==> config.mk <==
export PLATFORM = sky130hd
export DESIGN_NAME = adcc_top
export DESIGN_NICKNAME = d
export VERILOG_FILES = /design/src/rtl/adcc_pkg.sv /design/src/rtl/adcc_top.sv
export VERILOG_INCLUDE_DIRS = /design/src /design/src/rtl
export SDC_FILE = /design/constraint.sdc
export NUM_CORES = 1
export LEC_CHECK = 0
export ABC_AREA = 1
export BUFFER_PORTS_ARGS = -buffer_cell sky130_fd_sc_hd__clkbuf_2
export CORE_ASPECT_RATIO = 1.2
export CORE_MARGIN = 1.5
export CORE_UTILIZATION = 40
export CTS_BUF_LIST = sky130_fd_sc_hd__clkbuf_8 sky130_fd_sc_hd__clkbuf_16
export DETAILED_ROUTE_END_ITERATION = 10
export SYNTH_ARGS = -nofsm -noshare
export SYNTH_HDL_FRONTEND = slang
export SYNTH_SLANG_ARGS = --single-unit
export TNS_END_PERCENT = 5
==> constraint.sdc <==
create_clock -name CLK_SYS -period 5.2 [get_ports CLK_SYS]
set_clock_uncertainty 0.05 [all_clocks]
set_input_delay 0.52 -clock CLK_SYS [delete_from_list [all_inputs] [get_ports CLK_SYS]]
set_output_delay 0.52 -clock CLK_SYS [all_outputs]
set_load 0.02 [all_outputs]
==> src/rtl/adcc_defs.svh <==
// Register map, field positions, reset values and timing counts of the converter control bank.
`ifndef ADCC_DEFS_SVH
`define ADCC_DEFS_SVH
// ----------------------------------------------------------------------
// Register indices; the byte address on the bus is four times the index.
// ----------------------------------------------------------------------
`define ADCC_IX_CTRL_A   6'h00
`define ADCC_IX_CTRL_B   6'h01
`define ADCC_IX_CTRL_C   6'h02
`define ADCC_IX_CTRL_D   6'h03
`define ADCC_IX_CTRL_E   6'h04
`define ADCC_IX_SAMPLE_LENGTH  6'h05
`define ADCC_IX_MUX      6'h06
`define ADCC_IX_CMD      6'h08
`define ADCC_IX_EVCTL    6'h09
`define ADCC_IX_IRQ_EN   6'h0a
`define ADCC_IX_IRQ_FLAG 6'h0b
`define ADCC_IX_DBG      6'h0c
`define ADCC_IX_HOLD     6'h0d
`define ADCC_IX_RES_LO   6'h10
`define ADCC_IX_RES_HI   6'h11
`define ADCC_IX_WLO_LO   6'h12
`define ADCC_IX_WLO_HI   6'h13
`define ADCC_IX_WHI_LO   6'h14
`define ADCC_IX_WHI_HI   6'h15
`define ADCC_IX_CALIBRATION    6'h16
// ----------------------------------------------------------------------
// Field positions and writable-bit masks.
// ----------------------------------------------------------------------
`define ADCC_B_ENABLE    0
`define ADCC_B_RESOLUTION_SELECT    2
`define ADCC_B_STANDBY_RUN   7
`define ADCC_B_CAP       6
`define ADCC_B_AUTO_DELAY_VARIATION      4
`define ADCC_B_FRDY      0
`define ADCC_B_FWIN      1
`define ADCC_WM_CTRL_A   8'h85
`define ADCC_WM_CTRL_C   8'h77
`define ADCC_WM_3BIT     8'h07
`define ADCC_WM_5BIT     8'h1f
`define ADCC_WM_2BIT     8'h03
`define ADCC_WM_1BIT     8'h01
`define ADCC_RST_BYTE    8'h00
// ----------------------------------------------------------------------
// Timing counts in converter-clock cycles.
// ----------------------------------------------------------------------
`define ADCC_PIPE        9'h00b
`define ADCC_SH_MIN      9'h002
`define ADCC_SETTLE_UNIT 9'h008
`endif

==> src/rtl/adcc_pkg.sv <==
// Types shared by the converter control bank.
package adcc_pkg;
   // Sequencer states of the converter.
   typedef enum logic [2:0] {ST_OFF, ST_INIT, ST_IDLE, ST_CONV, ST_GAP} adcc_state_t;

   // Whole state of the block in one record.
   typedef struct packed {
      logic [7:0]  ctrl_a;
      logic [7:0]  ctrl_b;
      logic [7:0]  ctrl_c;
      logic [7:0]  ctrl_d;
      logic [7:0]  ctrl_e;
      logic [7:0]  samp_ctl;
      logic [7:0]  mux;
      logic [7:0]  ev_ctl;
      logic [7:0]  irq_en;
      logic [7:0]  irq_flag;
      logic [7:0]  dbg;
      logic [7:0]  hold;
      logic [7:0]  calibration;
      logic [15:0] res;
      logic [15:0] win_lo;
      logic [15:0] win_hi;
      logic [1:0]  ref_act;
      logic [4:0]  mux_act;
      logic        busy;
      logic        ev_last;
      logic        was_on;
      logic [7:0]  div_cnt;
      logic [8:0]  cnt;
      logic [6:0]  smp_left;
      logic [15:0] acc;
      logic [7:0]  rdata;
      adcc_state_t st;
   } adcc_regs_t;
endpackage

==> src/rtl/adcc_top.sv <==
// Control and configuration register bank of a 10-bit sampling converter.
//
// Notes on behaviour
// - Standby stops converter unless run-in-standby set.
// - Resolution bit one drops two lowest bits.
// - Enable bit gates the whole converter.
// - Accumulate 1 to 64 samples per conversion.
// - Capacitance bit selects reduced sampling capacitor.
// - Reference code 0 internal, 1 supply.
// - New reference applies only between conversions.
// - Converter clock is peripheral clock over 2^(n+1).
// - Settling delay 0 to 256 cycles on start.
// - Initial delay adds eleven pipeline cycles.
// - Auto variation bumps sampling delay each sample.
// - Auto variation wraps delay field to zero.
// - Sampling delay 0 to 15 cycles between samples.
// - Window compare result against two thresholds.
// - Start bit reads one until conversion ends.
// - Each sample takes hold cycles plus eleven.
//
// Chosen here: register access over APB.
`timescale 1ns/1ps
`include "adcc_defs.svh"

module adcc_top (
   // Clock and reset.
   input  wire logic        CLK_SYS,
   input  wire logic        SRST,
   // APB slave.
   input  wire logic        PSEL,
   input  wire logic        PENABLE,
   input  wire logic        PWRITE,
   input  wire logic [7:0]  PADDR,
   input  wire logic [31:0] PWDATA,
   output logic [31:0]      PRDATA,
   output logic             PREADY,
   output logic             PSLVERR,
   // System and event inputs.
   input  wire logic        STANDBY,
   input  wire logic        START_EVENT,
   // Converter core.
   input  wire logic [9:0]  ADC_DATA,
   output logic             ADC_ON,
   output logic             ADC_TICK,
   output logic             ADC_TAKE,
   output logic             CAP_SMALL,
   output logic [1:0]       REF_SEL,
   output logic [4:0]       MUX_SEL,
   // Interrupt.
   output logic             IRQ
);
   import adcc_pkg::*;

   // ----------------------------------------------------------------------
   // State and decode.
   // ----------------------------------------------------------------------
   adcc_regs_t  q_reg;                     // Registered state.
   adcc_regs_t  q_next;                    // Next state.
   logic [5:0]  idx;                       // Word index of the bus address.
   logic        wr;                        // Write completes this edge.
   logic        rd_setup;                  // Read setup phase.
   logic        map_ok;                    // Address hits a register.
   logic [7:0]  rd_byte;                   // Read data mux output.
   logic        on;                        // Converter clock may run.
   logic [8:0]  div_max;                   // Prescaler terminal count.
   logic        tick;                      // One converter-clock period.
   logic [15:0] smp_val;                   // Sample after resolution cut.
   logic [15:0] acc_sum;                   // Accumulator plus new sample.
   logic        take;                      // Sample taken this cycle.
   logic        done;                      // Last sample of a conversion.
   logic        win_hit;                   // Window condition on result.
   logic [8:0]  settle;                    // Programmed settling delay.
   logic [8:0]  conv_len;                  // Cycles of one sample, less one.
   logic [6:0]  smp_total;                 // Samples per conversion, less one.
   logic        ev_rise;                   // Rising edge of the event input.
   logic [7:0]  flag_set;                  // Hardware flag set this cycle.

   assign idx      = PADDR[7:2];
   assign wr       = PSEL && PENABLE && PWRITE;
   assign rd_setup = PSEL && !PENABLE && !PWRITE;

   // Standby freezes the clock divider unless run-in-standby is set.
   assign on = q_reg.ctrl_a[`ADCC_B_ENABLE] &&
               (!STANDBY || q_reg.ctrl_a[`ADCC_B_STANDBY_RUN]);

   // Terminal count gives division by 2, 4 .. 256.
   assign div_max = (`ADCC_SH_MIN << q_reg.ctrl_c[2:0]) - 9'h001;
   assign tick    = on && (q_reg.div_cnt == div_max[7:0]);

   // In 8-bit mode the two lowest converter bits are dropped.
   assign smp_val = q_reg.ctrl_a[`ADCC_B_RESOLUTION_SELECT] ? {8'h00, ADC_DATA[9:2]}
                                                 : {6'h00, ADC_DATA};
   assign acc_sum = q_reg.acc + smp_val;
   assign take    = tick && (q_reg.st == ST_CONV) && (q_reg.cnt == 9'h000);
   assign done    = take && (q_reg.smp_left == 7'h00);
   assign ev_rise = START_EVENT && !q_reg.ev_last;

   // Sample length plus the fixed pipeline, counted down to zero.
   assign conv_len = {4'h0, q_reg.samp_ctl[4:0]} + `ADCC_SH_MIN + `ADCC_PIPE
                     - 9'h001;

   // Reserved accumulation code 7 falls back to a single sample.
   assign smp_total = (q_reg.ctrl_b[2:0] > 3'h6) ? 7'h00
                      : ((7'h01 << q_reg.ctrl_b[2:0]) - 7'h01);

   // ----------------------------------------------------------------------
   // Settling delay and window comparison.
   // ----------------------------------------------------------------------
   // Reserved settling codes behave as no extra delay.
   always_comb begin
      if (q_reg.ctrl_d[7:5] == 3'h0 || q_reg.ctrl_d[7:5] > 3'h5) begin
         settle = 9'h000;
      end else begin
         settle = `ADCC_SETTLE_UNIT << q_reg.ctrl_d[7:5];
      end
   end

   // Compared against the final accumulated value, once per conversion.
   always_comb begin
      unique case (q_reg.ctrl_e[2:0])
         3'h1:    win_hit = acc_sum < q_reg.win_lo;
         3'h2:    win_hit = acc_sum > q_reg.win_hi;
         3'h3:    win_hit = (acc_sum > q_reg.win_lo) && (acc_sum < q_reg.win_hi);
         3'h4:    win_hit = !((acc_sum > q_reg.win_lo) && (acc_sum < q_reg.win_hi));
         default: win_hit = 1'b0;
      endcase
   end

   // ----------------------------------------------------------------------
   // Read data mux.
   // ----------------------------------------------------------------------
   // Unmapped words answer zero with an error; unused bits are stored as zero.
   always_comb begin
      map_ok  = (PADDR[1:0] == 2'b00);
      rd_byte = 8'h00;
      unique case (idx)
         `ADCC_IX_CTRL_A:   rd_byte = q_reg.ctrl_a;
         `ADCC_IX_CTRL_B:   rd_byte = q_reg.ctrl_b;
         `ADCC_IX_CTRL_C:   rd_byte = q_reg.ctrl_c;
         `ADCC_IX_CTRL_D:   rd_byte = q_reg.ctrl_d;
         `ADCC_IX_CTRL_E:   rd_byte = q_reg.ctrl_e;
         `ADCC_IX_SAMPLE_LENGTH:  rd_byte = q_reg.samp_ctl;
         `ADCC_IX_MUX:      rd_byte = q_reg.mux;
         `ADCC_IX_CMD:      rd_byte = {7'h00, q_reg.busy};
         `ADCC_IX_EVCTL:    rd_byte = q_reg.ev_ctl;
         `ADCC_IX_IRQ_EN:   rd_byte = q_reg.irq_en;
         `ADCC_IX_IRQ_FLAG: rd_byte = q_reg.irq_flag;
         `ADCC_IX_DBG:      rd_byte = q_reg.dbg;
         `ADCC_IX_HOLD:     rd_byte = q_reg.hold;
         `ADCC_IX_RES_LO:   rd_byte = q_reg.res[7:0];
         `ADCC_IX_RES_HI:   rd_byte = q_reg.hold;
         `ADCC_IX_WLO_LO:   rd_byte = q_reg.win_lo[7:0];
         `ADCC_IX_WLO_HI:   rd_byte = q_reg.hold;
         `ADCC_IX_WHI_LO:   rd_byte = q_reg.win_hi[7:0];
         `ADCC_IX_WHI_HI:   rd_byte = q_reg.hold;
         `ADCC_IX_CALIBRATION:    rd_byte = q_reg.calibration;
         default:           map_ok  = 1'b0;
      endcase
   end

   // ----------------------------------------------------------------------
   // Next-state logic.
   // ----------------------------------------------------------------------
   always_comb begin
      q_next          = q_reg;
      flag_set        = 8'h00;
      q_next.ev_last  = START_EVENT;
      q_next.was_on   = q_reg.ctrl_a[`ADCC_B_ENABLE];
      q_next.div_cnt  = tick ? 8'h00 : (on ? q_reg.div_cnt + 8'h01 : q_reg.div_cnt);

      // A read latches its byte in setup; a low-byte read snapshots the high byte.
      if (rd_setup) begin
         q_next.rdata = rd_byte;
         if (idx == `ADCC_IX_RES_LO) begin
            q_next.hold = q_reg.res[15:8];
         end else if (idx == `ADCC_IX_WLO_LO) begin
            q_next.hold = q_reg.win_lo[15:8];
         end else if (idx == `ADCC_IX_WHI_LO) begin
            q_next.hold = q_reg.win_hi[15:8];
         end
      end

      // Writes land at the access edge, masked to the writable bits.
      if (wr && map_ok) begin
         unique case (idx)
            `ADCC_IX_CTRL_A:  q_next.ctrl_a   = PWDATA[7:0] & `ADCC_WM_CTRL_A;
            `ADCC_IX_CTRL_B:  q_next.ctrl_b   = PWDATA[7:0] & `ADCC_WM_3BIT;
            `ADCC_IX_CTRL_C:  q_next.ctrl_c   = PWDATA[7:0] & `ADCC_WM_CTRL_C;
            `ADCC_IX_CTRL_D:  q_next.ctrl_d   = PWDATA[7:0];
            `ADCC_IX_CTRL_E:  q_next.ctrl_e   = PWDATA[7:0] & `ADCC_WM_3BIT;
            `ADCC_IX_SAMPLE_LENGTH: q_next.samp_ctl = PWDATA[7:0] & `ADCC_WM_5BIT;
            `ADCC_IX_MUX:     q_next.mux      = PWDATA[7:0] & `ADCC_WM_5BIT;
            `ADCC_IX_CMD: begin
               // Writing zero does nothing; a one starts only when enabled.
               if (PWDATA[0] && q_reg.ctrl_a[`ADCC_B_ENABLE]) begin
                  q_next.busy = 1'b1;
               end
            end
            `ADCC_IX_EVCTL:   q_next.ev_ctl   = PWDATA[7:0] & `ADCC_WM_1BIT;
            `ADCC_IX_IRQ_EN:  q_next.irq_en   = PWDATA[7:0] & `ADCC_WM_2BIT;
            `ADCC_IX_DBG:     q_next.dbg      = PWDATA[7:0] & `ADCC_WM_1BIT;
            `ADCC_IX_HOLD:    q_next.hold     = PWDATA[7:0];
            `ADCC_IX_WLO_LO:  q_next.hold     = PWDATA[7:0];
            `ADCC_IX_WLO_HI:  q_next.win_lo   = {PWDATA[7:0], q_reg.hold};
            `ADCC_IX_WHI_LO:  q_next.hold     = PWDATA[7:0];
            `ADCC_IX_WHI_HI:  q_next.win_hi   = {PWDATA[7:0], q_reg.hold};
            `ADCC_IX_CALIBRATION:   q_next.calibration    = PWDATA[7:0] & `ADCC_WM_1BIT;
            default:          q_next.rdata    = q_reg.rdata;
         endcase
      end

      // An enabled event edge starts a conversion like the command bit.
      if (ev_rise && q_reg.ev_ctl[0] && q_reg.ctrl_a[`ADCC_B_ENABLE]) begin
         q_next.busy = 1'b1;
      end

      // Sequencer.
      unique case (q_reg.st)
         ST_OFF: begin
            if (q_reg.ctrl_a[`ADCC_B_ENABLE] && q_reg.was_on) begin
               q_next.st  = ST_INIT;
               q_next.cnt = settle + `ADCC_PIPE - 9'h001;
            end
         end
         ST_INIT: begin
            if (tick && q_reg.cnt == 9'h000) begin
               q_next.st = ST_IDLE;
            end else if (tick) begin
               q_next.cnt = q_reg.cnt - 9'h001;
            end
         end
         ST_IDLE: begin
            // Selections follow software only between conversions.
            q_next.mux_act = q_reg.mux[4:0];
            if (q_reg.ctrl_c[5:4] != q_reg.ref_act) begin
               q_next.ref_act = q_reg.ctrl_c[5:4];
               q_next.st      = ST_INIT;
               q_next.cnt     = settle + `ADCC_PIPE - 9'h001;
            end else if (q_reg.busy) begin
               q_next.st       = ST_CONV;
               q_next.cnt      = conv_len;
               q_next.acc      = 16'h0000;
               q_next.smp_left = smp_total;
            end
         end
         ST_CONV: begin
            if (take) begin
               q_next.acc      = acc_sum;
               q_next.smp_left = q_reg.smp_left - 7'h01;
               if (q_reg.ctrl_d[`ADCC_B_AUTO_DELAY_VARIATION]) begin
                  q_next.ctrl_d[3:0] = q_reg.ctrl_d[3:0] + 4'h1;
               end
               if (done) begin
                  q_next.res  = acc_sum;
                  q_next.busy = 1'b0;
                  q_next.st   = ST_IDLE;
                  flag_set[`ADCC_B_FRDY] = 1'b1;
                  flag_set[`ADCC_B_FWIN] = win_hit;
               end else if (q_reg.ctrl_d[3:0] == 4'h0) begin
                  q_next.cnt = conv_len;
               end else begin
                  q_next.st  = ST_GAP;
                  q_next.cnt = {5'h00, q_reg.ctrl_d[3:0]} - 9'h001;
               end
            end else if (tick) begin
               q_next.cnt = q_reg.cnt - 9'h001;
            end
         end
         ST_GAP: begin
            if (tick && q_reg.cnt == 9'h000) begin
               q_next.st  = ST_CONV;
               q_next.cnt = conv_len;
            end else if (tick) begin
               q_next.cnt = q_reg.cnt - 9'h001;
            end
         end
      endcase

      // Disabling stops everything and drops a pending start.
      if (!q_reg.ctrl_a[`ADCC_B_ENABLE]) begin
         q_next.st   = ST_OFF;
         q_next.busy = 1'b0;
      end

      // Flags clear on writing one; a hardware set in the same cycle wins.
      q_next.irq_flag = q_reg.irq_flag | flag_set;
      if (wr && map_ok && idx == `ADCC_IX_IRQ_FLAG) begin
         q_next.irq_flag = (q_reg.irq_flag & ~(PWDATA[7:0] & `ADCC_WM_2BIT)) | flag_set;
      end
   end

   // ----------------------------------------------------------------------
   // State register.
   // ----------------------------------------------------------------------
   always_ff @(posedge CLK_SYS) begin
      if (SRST) begin
         q_reg          <= '0;
         q_reg.st       <= ST_OFF;
         q_reg.ctrl_a   <= `ADCC_RST_BYTE;
      end else begin
         q_reg <= q_next;
      end
   end

   // ----------------------------------------------------------------------
   // Outputs.
   // ----------------------------------------------------------------------
   assign PREADY    = 1'b1;
   assign PSLVERR   = PSEL && PENABLE && !map_ok;
   assign PRDATA    = {24'h000000, q_reg.rdata};
   assign ADC_ON    = on;
   assign ADC_TICK  = tick;
   assign ADC_TAKE  = take;
   assign CAP_SMALL = q_reg.ctrl_c[`ADCC_B_CAP];
   assign REF_SEL   = q_reg.ref_act;
   assign MUX_SEL   = q_reg.mux_act;
   assign IRQ       = |(q_reg.irq_flag & q_reg.irq_en);

   // ----------------------------------------------------------------------
   // Assertions.
   // ----------------------------------------------------------------------
   standby_stop_a: assert property (@(posedge CLK_SYS) disable iff (SRST)
      STANDBY && !q_reg.ctrl_a[`ADCC_B_STANDBY_RUN]
      |-> !tick ##1 q_reg.div_cnt == $past(q_reg.div_cnt))
      else $error("Converter clock ran in standby.");
   disable_off_a: assert property (@(posedge CLK_SYS) disable iff (SRST)
      !q_reg.ctrl_a[`ADCC_B_ENABLE] |=> q_reg.st == ST_OFF && !q_reg.busy)
      else $error("Converter active while disabled.");
   res_cut_a: assert property (@(posedge CLK_SYS) disable iff (SRST)
      take && q_reg.ctrl_a[`ADCC_B_RESOLUTION_SELECT]
      |=> q_reg.acc == $past(q_reg.acc) + {8'h00, $past(ADC_DATA[9:2])})
      else $error("Sample not cut to eight bits.");
   div2_rate_a: assert property (@(posedge CLK_SYS) disable iff (SRST)
      tick && q_reg.ctrl_c[2:0] == 3'h0 ##1 on && q_reg.ctrl_c[2:0] == 3'h0
      ##1 on && q_reg.ctrl_c[2:0] == 3'h0 |-> tick && !$past(tick))
      else $error("Divide-by-two tick spacing wrong.");
   init_load_a: assert property (@(posedge CLK_SYS) disable iff (SRST)
      q_next.st == ST_INIT && q_reg.st != ST_INIT |=> q_reg.cnt == settle + 9'h00a)
      else $error("Initial delay count wrong.");
   conv_load_a: assert property (@(posedge CLK_SYS) disable iff (SRST)
      q_reg.st == ST_IDLE && q_next.st == ST_CONV
      |=> q_reg.cnt == {4'h0, q_reg.samp_ctl[4:0]} + 9'h00c)
      else $error("Sample length count wrong.");
   ref_freeze_a: assert property (@(posedge CLK_SYS) disable iff (SRST)
      q_reg.st == ST_CONV || q_reg.st == ST_GAP |=> $stable(q_reg.ref_act))
      else $error("Reference changed during a conversion.");
   delay_step_a: assert property (@(posedge CLK_SYS) disable iff (SRST)
      take && q_reg.ctrl_d[`ADCC_B_AUTO_DELAY_VARIATION]
      |=> q_reg.ctrl_d[3:0] == $past(q_reg.ctrl_d[3:0]) + 4'h1)
      else $error("Sampling delay not stepped.");
   done_flag_a: assert property (@(posedge CLK_SYS) disable iff (SRST)
      done |=> !q_reg.busy && q_reg.irq_flag[`ADCC_B_FRDY] && q_reg.res == $past(acc_sum))
      else $error("Completion not reported.");
   gap_len_a: assert property (@(posedge CLK_SYS) disable iff (SRST)
      take && !done && q_reg.ctrl_d[3:0] != 4'h0
      |=> q_reg.st == ST_GAP && q_reg.cnt == $past({5'h00, q_reg.ctrl_d[3:0]}) - 9'h001)
      else $error("Sampling gap length wrong.");
endmodule

==> summary.md <==
| Metric | Value |
|---|---|
| Yosys cell types | 45 |
| Maxcap violations | 0 |
| Vias per inst | 5.21 |
| Die width | 147 µm |
| Slew margin rel. | 0.359 |
| Placer congestion estimate | 0.940 |
| Kind of critical path | flip-flop to flip-flop |
| CTS Buf Count | 17 |
| CP top delay family | simple AND/OR/NAND/NOR gates |
| Clock Path Buffers | 2 |
| TritonCTS clock tree | yes |
| H-tree levels | 4 |
| CP startpoint | q_reg[207] |
| Sink Count | 157 |
| Mapped Cells | 1488 |
| P&R area growth vs syn | 9.62% |
| RR Endpoint | q_reg[134] |
| Internal power | 0.00205 W |
| Critical Path RT | 5.43 ns |
| Initial antenna violation count | 0 |
| Hold Fails Final Rpt | 0 |
| Leakage | 4.91 nW |
| Mapped Area | 9930 µm² |
| Clock Power Share | 0.494 |
| Part of the Yosys area used for sequential elements | 0.316 |
| Ys async rst share | 0 |
| Share of layout cells above drive strength 1 | 0.0938 |
| Filler Cells Inserted | 2606 |
| Avg WL per Cell | 16.1 µm |
| Post-route clock period utilization | 0.845 |
| RSZ-0062 raised after global routing | false |
| Synth Area per Inst | 6.68 µm² |
| N_diodes | 0 |
| Vias in the first global route | 9069 |
| I/O Buffers | 53 |
| Clock transition at the registers of the reported paths | 0.07 ns |
| CP peak stage delay | 0.55 ns |
| Root buffer cell | clkbuf_16 |
| Max VDD drop | 0.000221 V |
| Grt ovf | 0 |
| Die height | 176 µm |
| Worst skew pair latency | 0.43 ns |
| Setup bufs post-CTS | 0 |
| DP Worst Slack | 0.930 ns |
| Reg2reg start | q_reg[207] |
| Gate power share | 0.058 |
| Remaining DRCs | 0 |
| Main synth FF type | dfxtp_1 |
| Cell count after placement | 1819 |
| Buffers plus inverters on the worst setup path | 1 |
| Largest register FFs | 140 |
| Post-route setup TNS | 0 ns |
| Minimum clock period | 4.39 ns |
| Worst setup margin | 0.805 ns |
| Hold Crit Class | input port to flip-flop |
| First DRT Iteration DRCs | 611 |
| Switching pwr | 0.000637 W |
| Top-level I/O count | 103 |
| Switching part of the total | 0.237 |
| #FFs+latches synth | 157 |
| Final net count | 1622 |
| CP cell instances | clkinv_1 > o21ai_0 > ha_1 > a21oi_1 > o21ai_0 > nand3_1 > nand3_1 > nand3_1 > xor2_1 > ha_1 > nand2_1 > nor4_1 > nand2_1 > nand2_1 > nand3_1 > nand2_1 > nand3_1 > nand2_1 > a21oi_1 |
| End of the critical path | q_reg[134] |
| CORE AREA | 24500 µm² |
| Slowest CP cell | dfxtp_1 |
| Worst-margin pin slew | 0.960 ns |
| Number of stages on the worst setup path | 19 |
| Largest fanout on the critical path | 11 |
| Critical Path AT | 4.62 ns |
| Final setup vio count | 0 |
| Slew Viols, Final | 0 |
| Pin count of the biggest net entering global routing | 60 |
| R2r worst-path depth | 19 |
| Power density over the cells | 247 nW/µm² |
| Synthesis Warnings | 0 |
| Starting density of the core | 0.405 |
| Crit path launch type | flip-flop |
| Sequential share of power | 0.448 |
| Detailed Place HPWL | 22800 µm |
| Top achievable clock speed | 228 MHz |
| Post-CTS Hold Fix Bufs | 0 |
| First-pass GRT wire length | 48000 µm |
| Detail Route Antenna Nets | 0 |
| Post-Route WL | 29900 µm |
| Area after DPL | 10300 µm² |
| CP Capture Type | flip-flop |
| GRT Util Overall | 0.238 |
| Reg2reg setup slack | 0.81 ns |
| Full die area | 25800 µm² |
| Via count | 9634 |
| Status | complete, no violations |
| Final non-filler cell total | 1850 |
| Post-synth EDFFs | 0 |
| First-pass detailed-route iteration total | 5 |
| # rows | 63 |
| Design area | 10900 µm² |
| Post-CTS Resized | 0 |
per-layer routing:
layer  vias up  wire [µm]  global-route usage  part of all wire
met5         -          0                   0                 0
met4         0       1450               0.125             0.049
met3        71       1440              0.0371             0.048
met2       269      14500               0.416              0.49
met1      4383      12500               0.280              0.42
li1       4911          -                   -                 -
per-stage QoR:
| step | util | hold slack, ns | total power [W] |
|---|---|---|---|
| floorplan | - | 0.375 | 0.00134 |
| global placement | 0.419 | 0.390 | 0.00138 |
| detailed placement | 0.419 | 0.401 | 0.00139 |
| CTS | 0.444 | 0.276 | 0.00271 |
| global route | 0.444 | 0.285 | 0.00277 |
| finish | 0.444 | 0.294 | 0.00269 |
cells in the final DEF (no fill, tap or decap), drive strengths merged, types with 4 or more instances in the layout:
cell type / instances
nand2: 304
inv: 187
o21ai: 186
a21oi: 171
dfxtp: 157
nor2: 155
clkbuf: 71
nand3: 69
ha: 51
xor2: 26
conb: 26
nand4: 22
nor3: 20
o22ai: 14
buf: 11
clkinv: 7
xnor2: 6
a31oi: 6
o211ai: 4
o21a: 4
a221oi: 4
bufinv: 4
how the worst min path moves through the flow:
stage	startpoint	to	slack (ns)	cells after the start
floorplan	q_reg[99]	q_reg[99]	0.37	2
global placement	q_reg[94]	q_reg[94]	0.39	2
detailed placement	q_reg[94]	q_reg[94]	0.40	2
CTS	START_EVENT	q_reg[52]	0.28	3
global route	START_EVENT	q_reg[52]	0.29	3
finish	START_EVENT	q_reg[52]	0.29	3
power by group through the flow:
stage / sequential (W) / combinational (W) / clock, W
2_1_floorplan: 0.00123 / 0.000113 / 0
3_3_place_gp: 0.00123 / 0.000154 / 0
3_5_place_dp: 0.00123 / 0.000154 / 0
4_1_cts: 0.00120 / 0.000155 / 0.00135
5_1_grt: 0.00120 / 0.000172 / 0.00139
6_report: 0.00120 / 0.000155 / 0.00133
synthesized netlist by cell type (2+ instances only):
cell type | instances | share of area
a21oi_1 | 171 | 0.086
a221oi_1 | 4 | 0.0035
a22oi_1 | 3 | 0.0023
a31oi_1 | 6 | 0.0038
buf_2 | 12 | 0.0060
buf_4 | 42 | 0.032
buf_6 | 3 | 0.0034
clkbuf_1 | 25 | 0.0094
clkinv_1 | 2 | 0.00076
conb_1 | 2 | 0.00076
dfxtp_1 | 157 | 0.32
ha_1 | 51 | 0.064
inv_1 | 172 | 0.065
inv_2 | 13 | 0.0049
nand2_1 | 299 | 0.11
nand2_2 | 4 | 0.0025
nand3_1 | 63 | 0.032
nand3_2 | 4 | 0.0040
nand3_4 | 2 | 0.0035
nand4_1 | 21 | 0.013
nor2_1 | 134 | 0.051
nor2_2 | 13 | 0.0082
nor2_4 | 5 | 0.0057
nor2_8 | 3 | 0.0060
nor3_1 | 19 | 0.0096
nor4_1 | 3 | 0.0019
o2111ai_1 | 3 | 0.0026
o211ai_1 | 4 | 0.0030
o21a_1 | 4 | 0.0030
o21ai_0 | 163 | 0.082
o21ai_1 | 23 | 0.012
o22ai_1 | 14 | 0.0088
or2_2 | 2 | 0.0013
xnor2_1 | 6 | 0.0053
xor2_1 | 26 | 0.023
final cells by class:
class | count | area, µm² | share of cell area
clock buffer | 18 | 439 | 0.0403
clock inverter | 13 | 175 | 0.0161
inverter | 187 | 702 | 0.0645
multi-input combinational | 1086 | 5680 | 0.521
sequential | 157 | 3140 | 0.289
tap | 325 | 407 | 0.0373
timing repair buffer | 64 | 348 | 0.0319
kinds of logic after synthesis:
family	Yosys count	share of synthesized area
flip-flops	157	0.316
buffers and inverters	269	0.121
adder cells (fa/ha/maj)	52	0.0663
AO/OA/AOI/OAI	399	0.210
AND/OR/NAND/NOR	577	0.257
other	2	0.000756
XOR/XNOR	32	0.0282
worst reg2reg max path: cells and delay by family (launching register included):
family,cells,cell delay [ns]
compound gates,4,0.89
simple gates,11,1.49
xor+xnor,1,0.47
flops,1,0.55
fa+ha+maj,2,0.45
buf+inv,1,0.36
(Power assumes the default switching activity.)
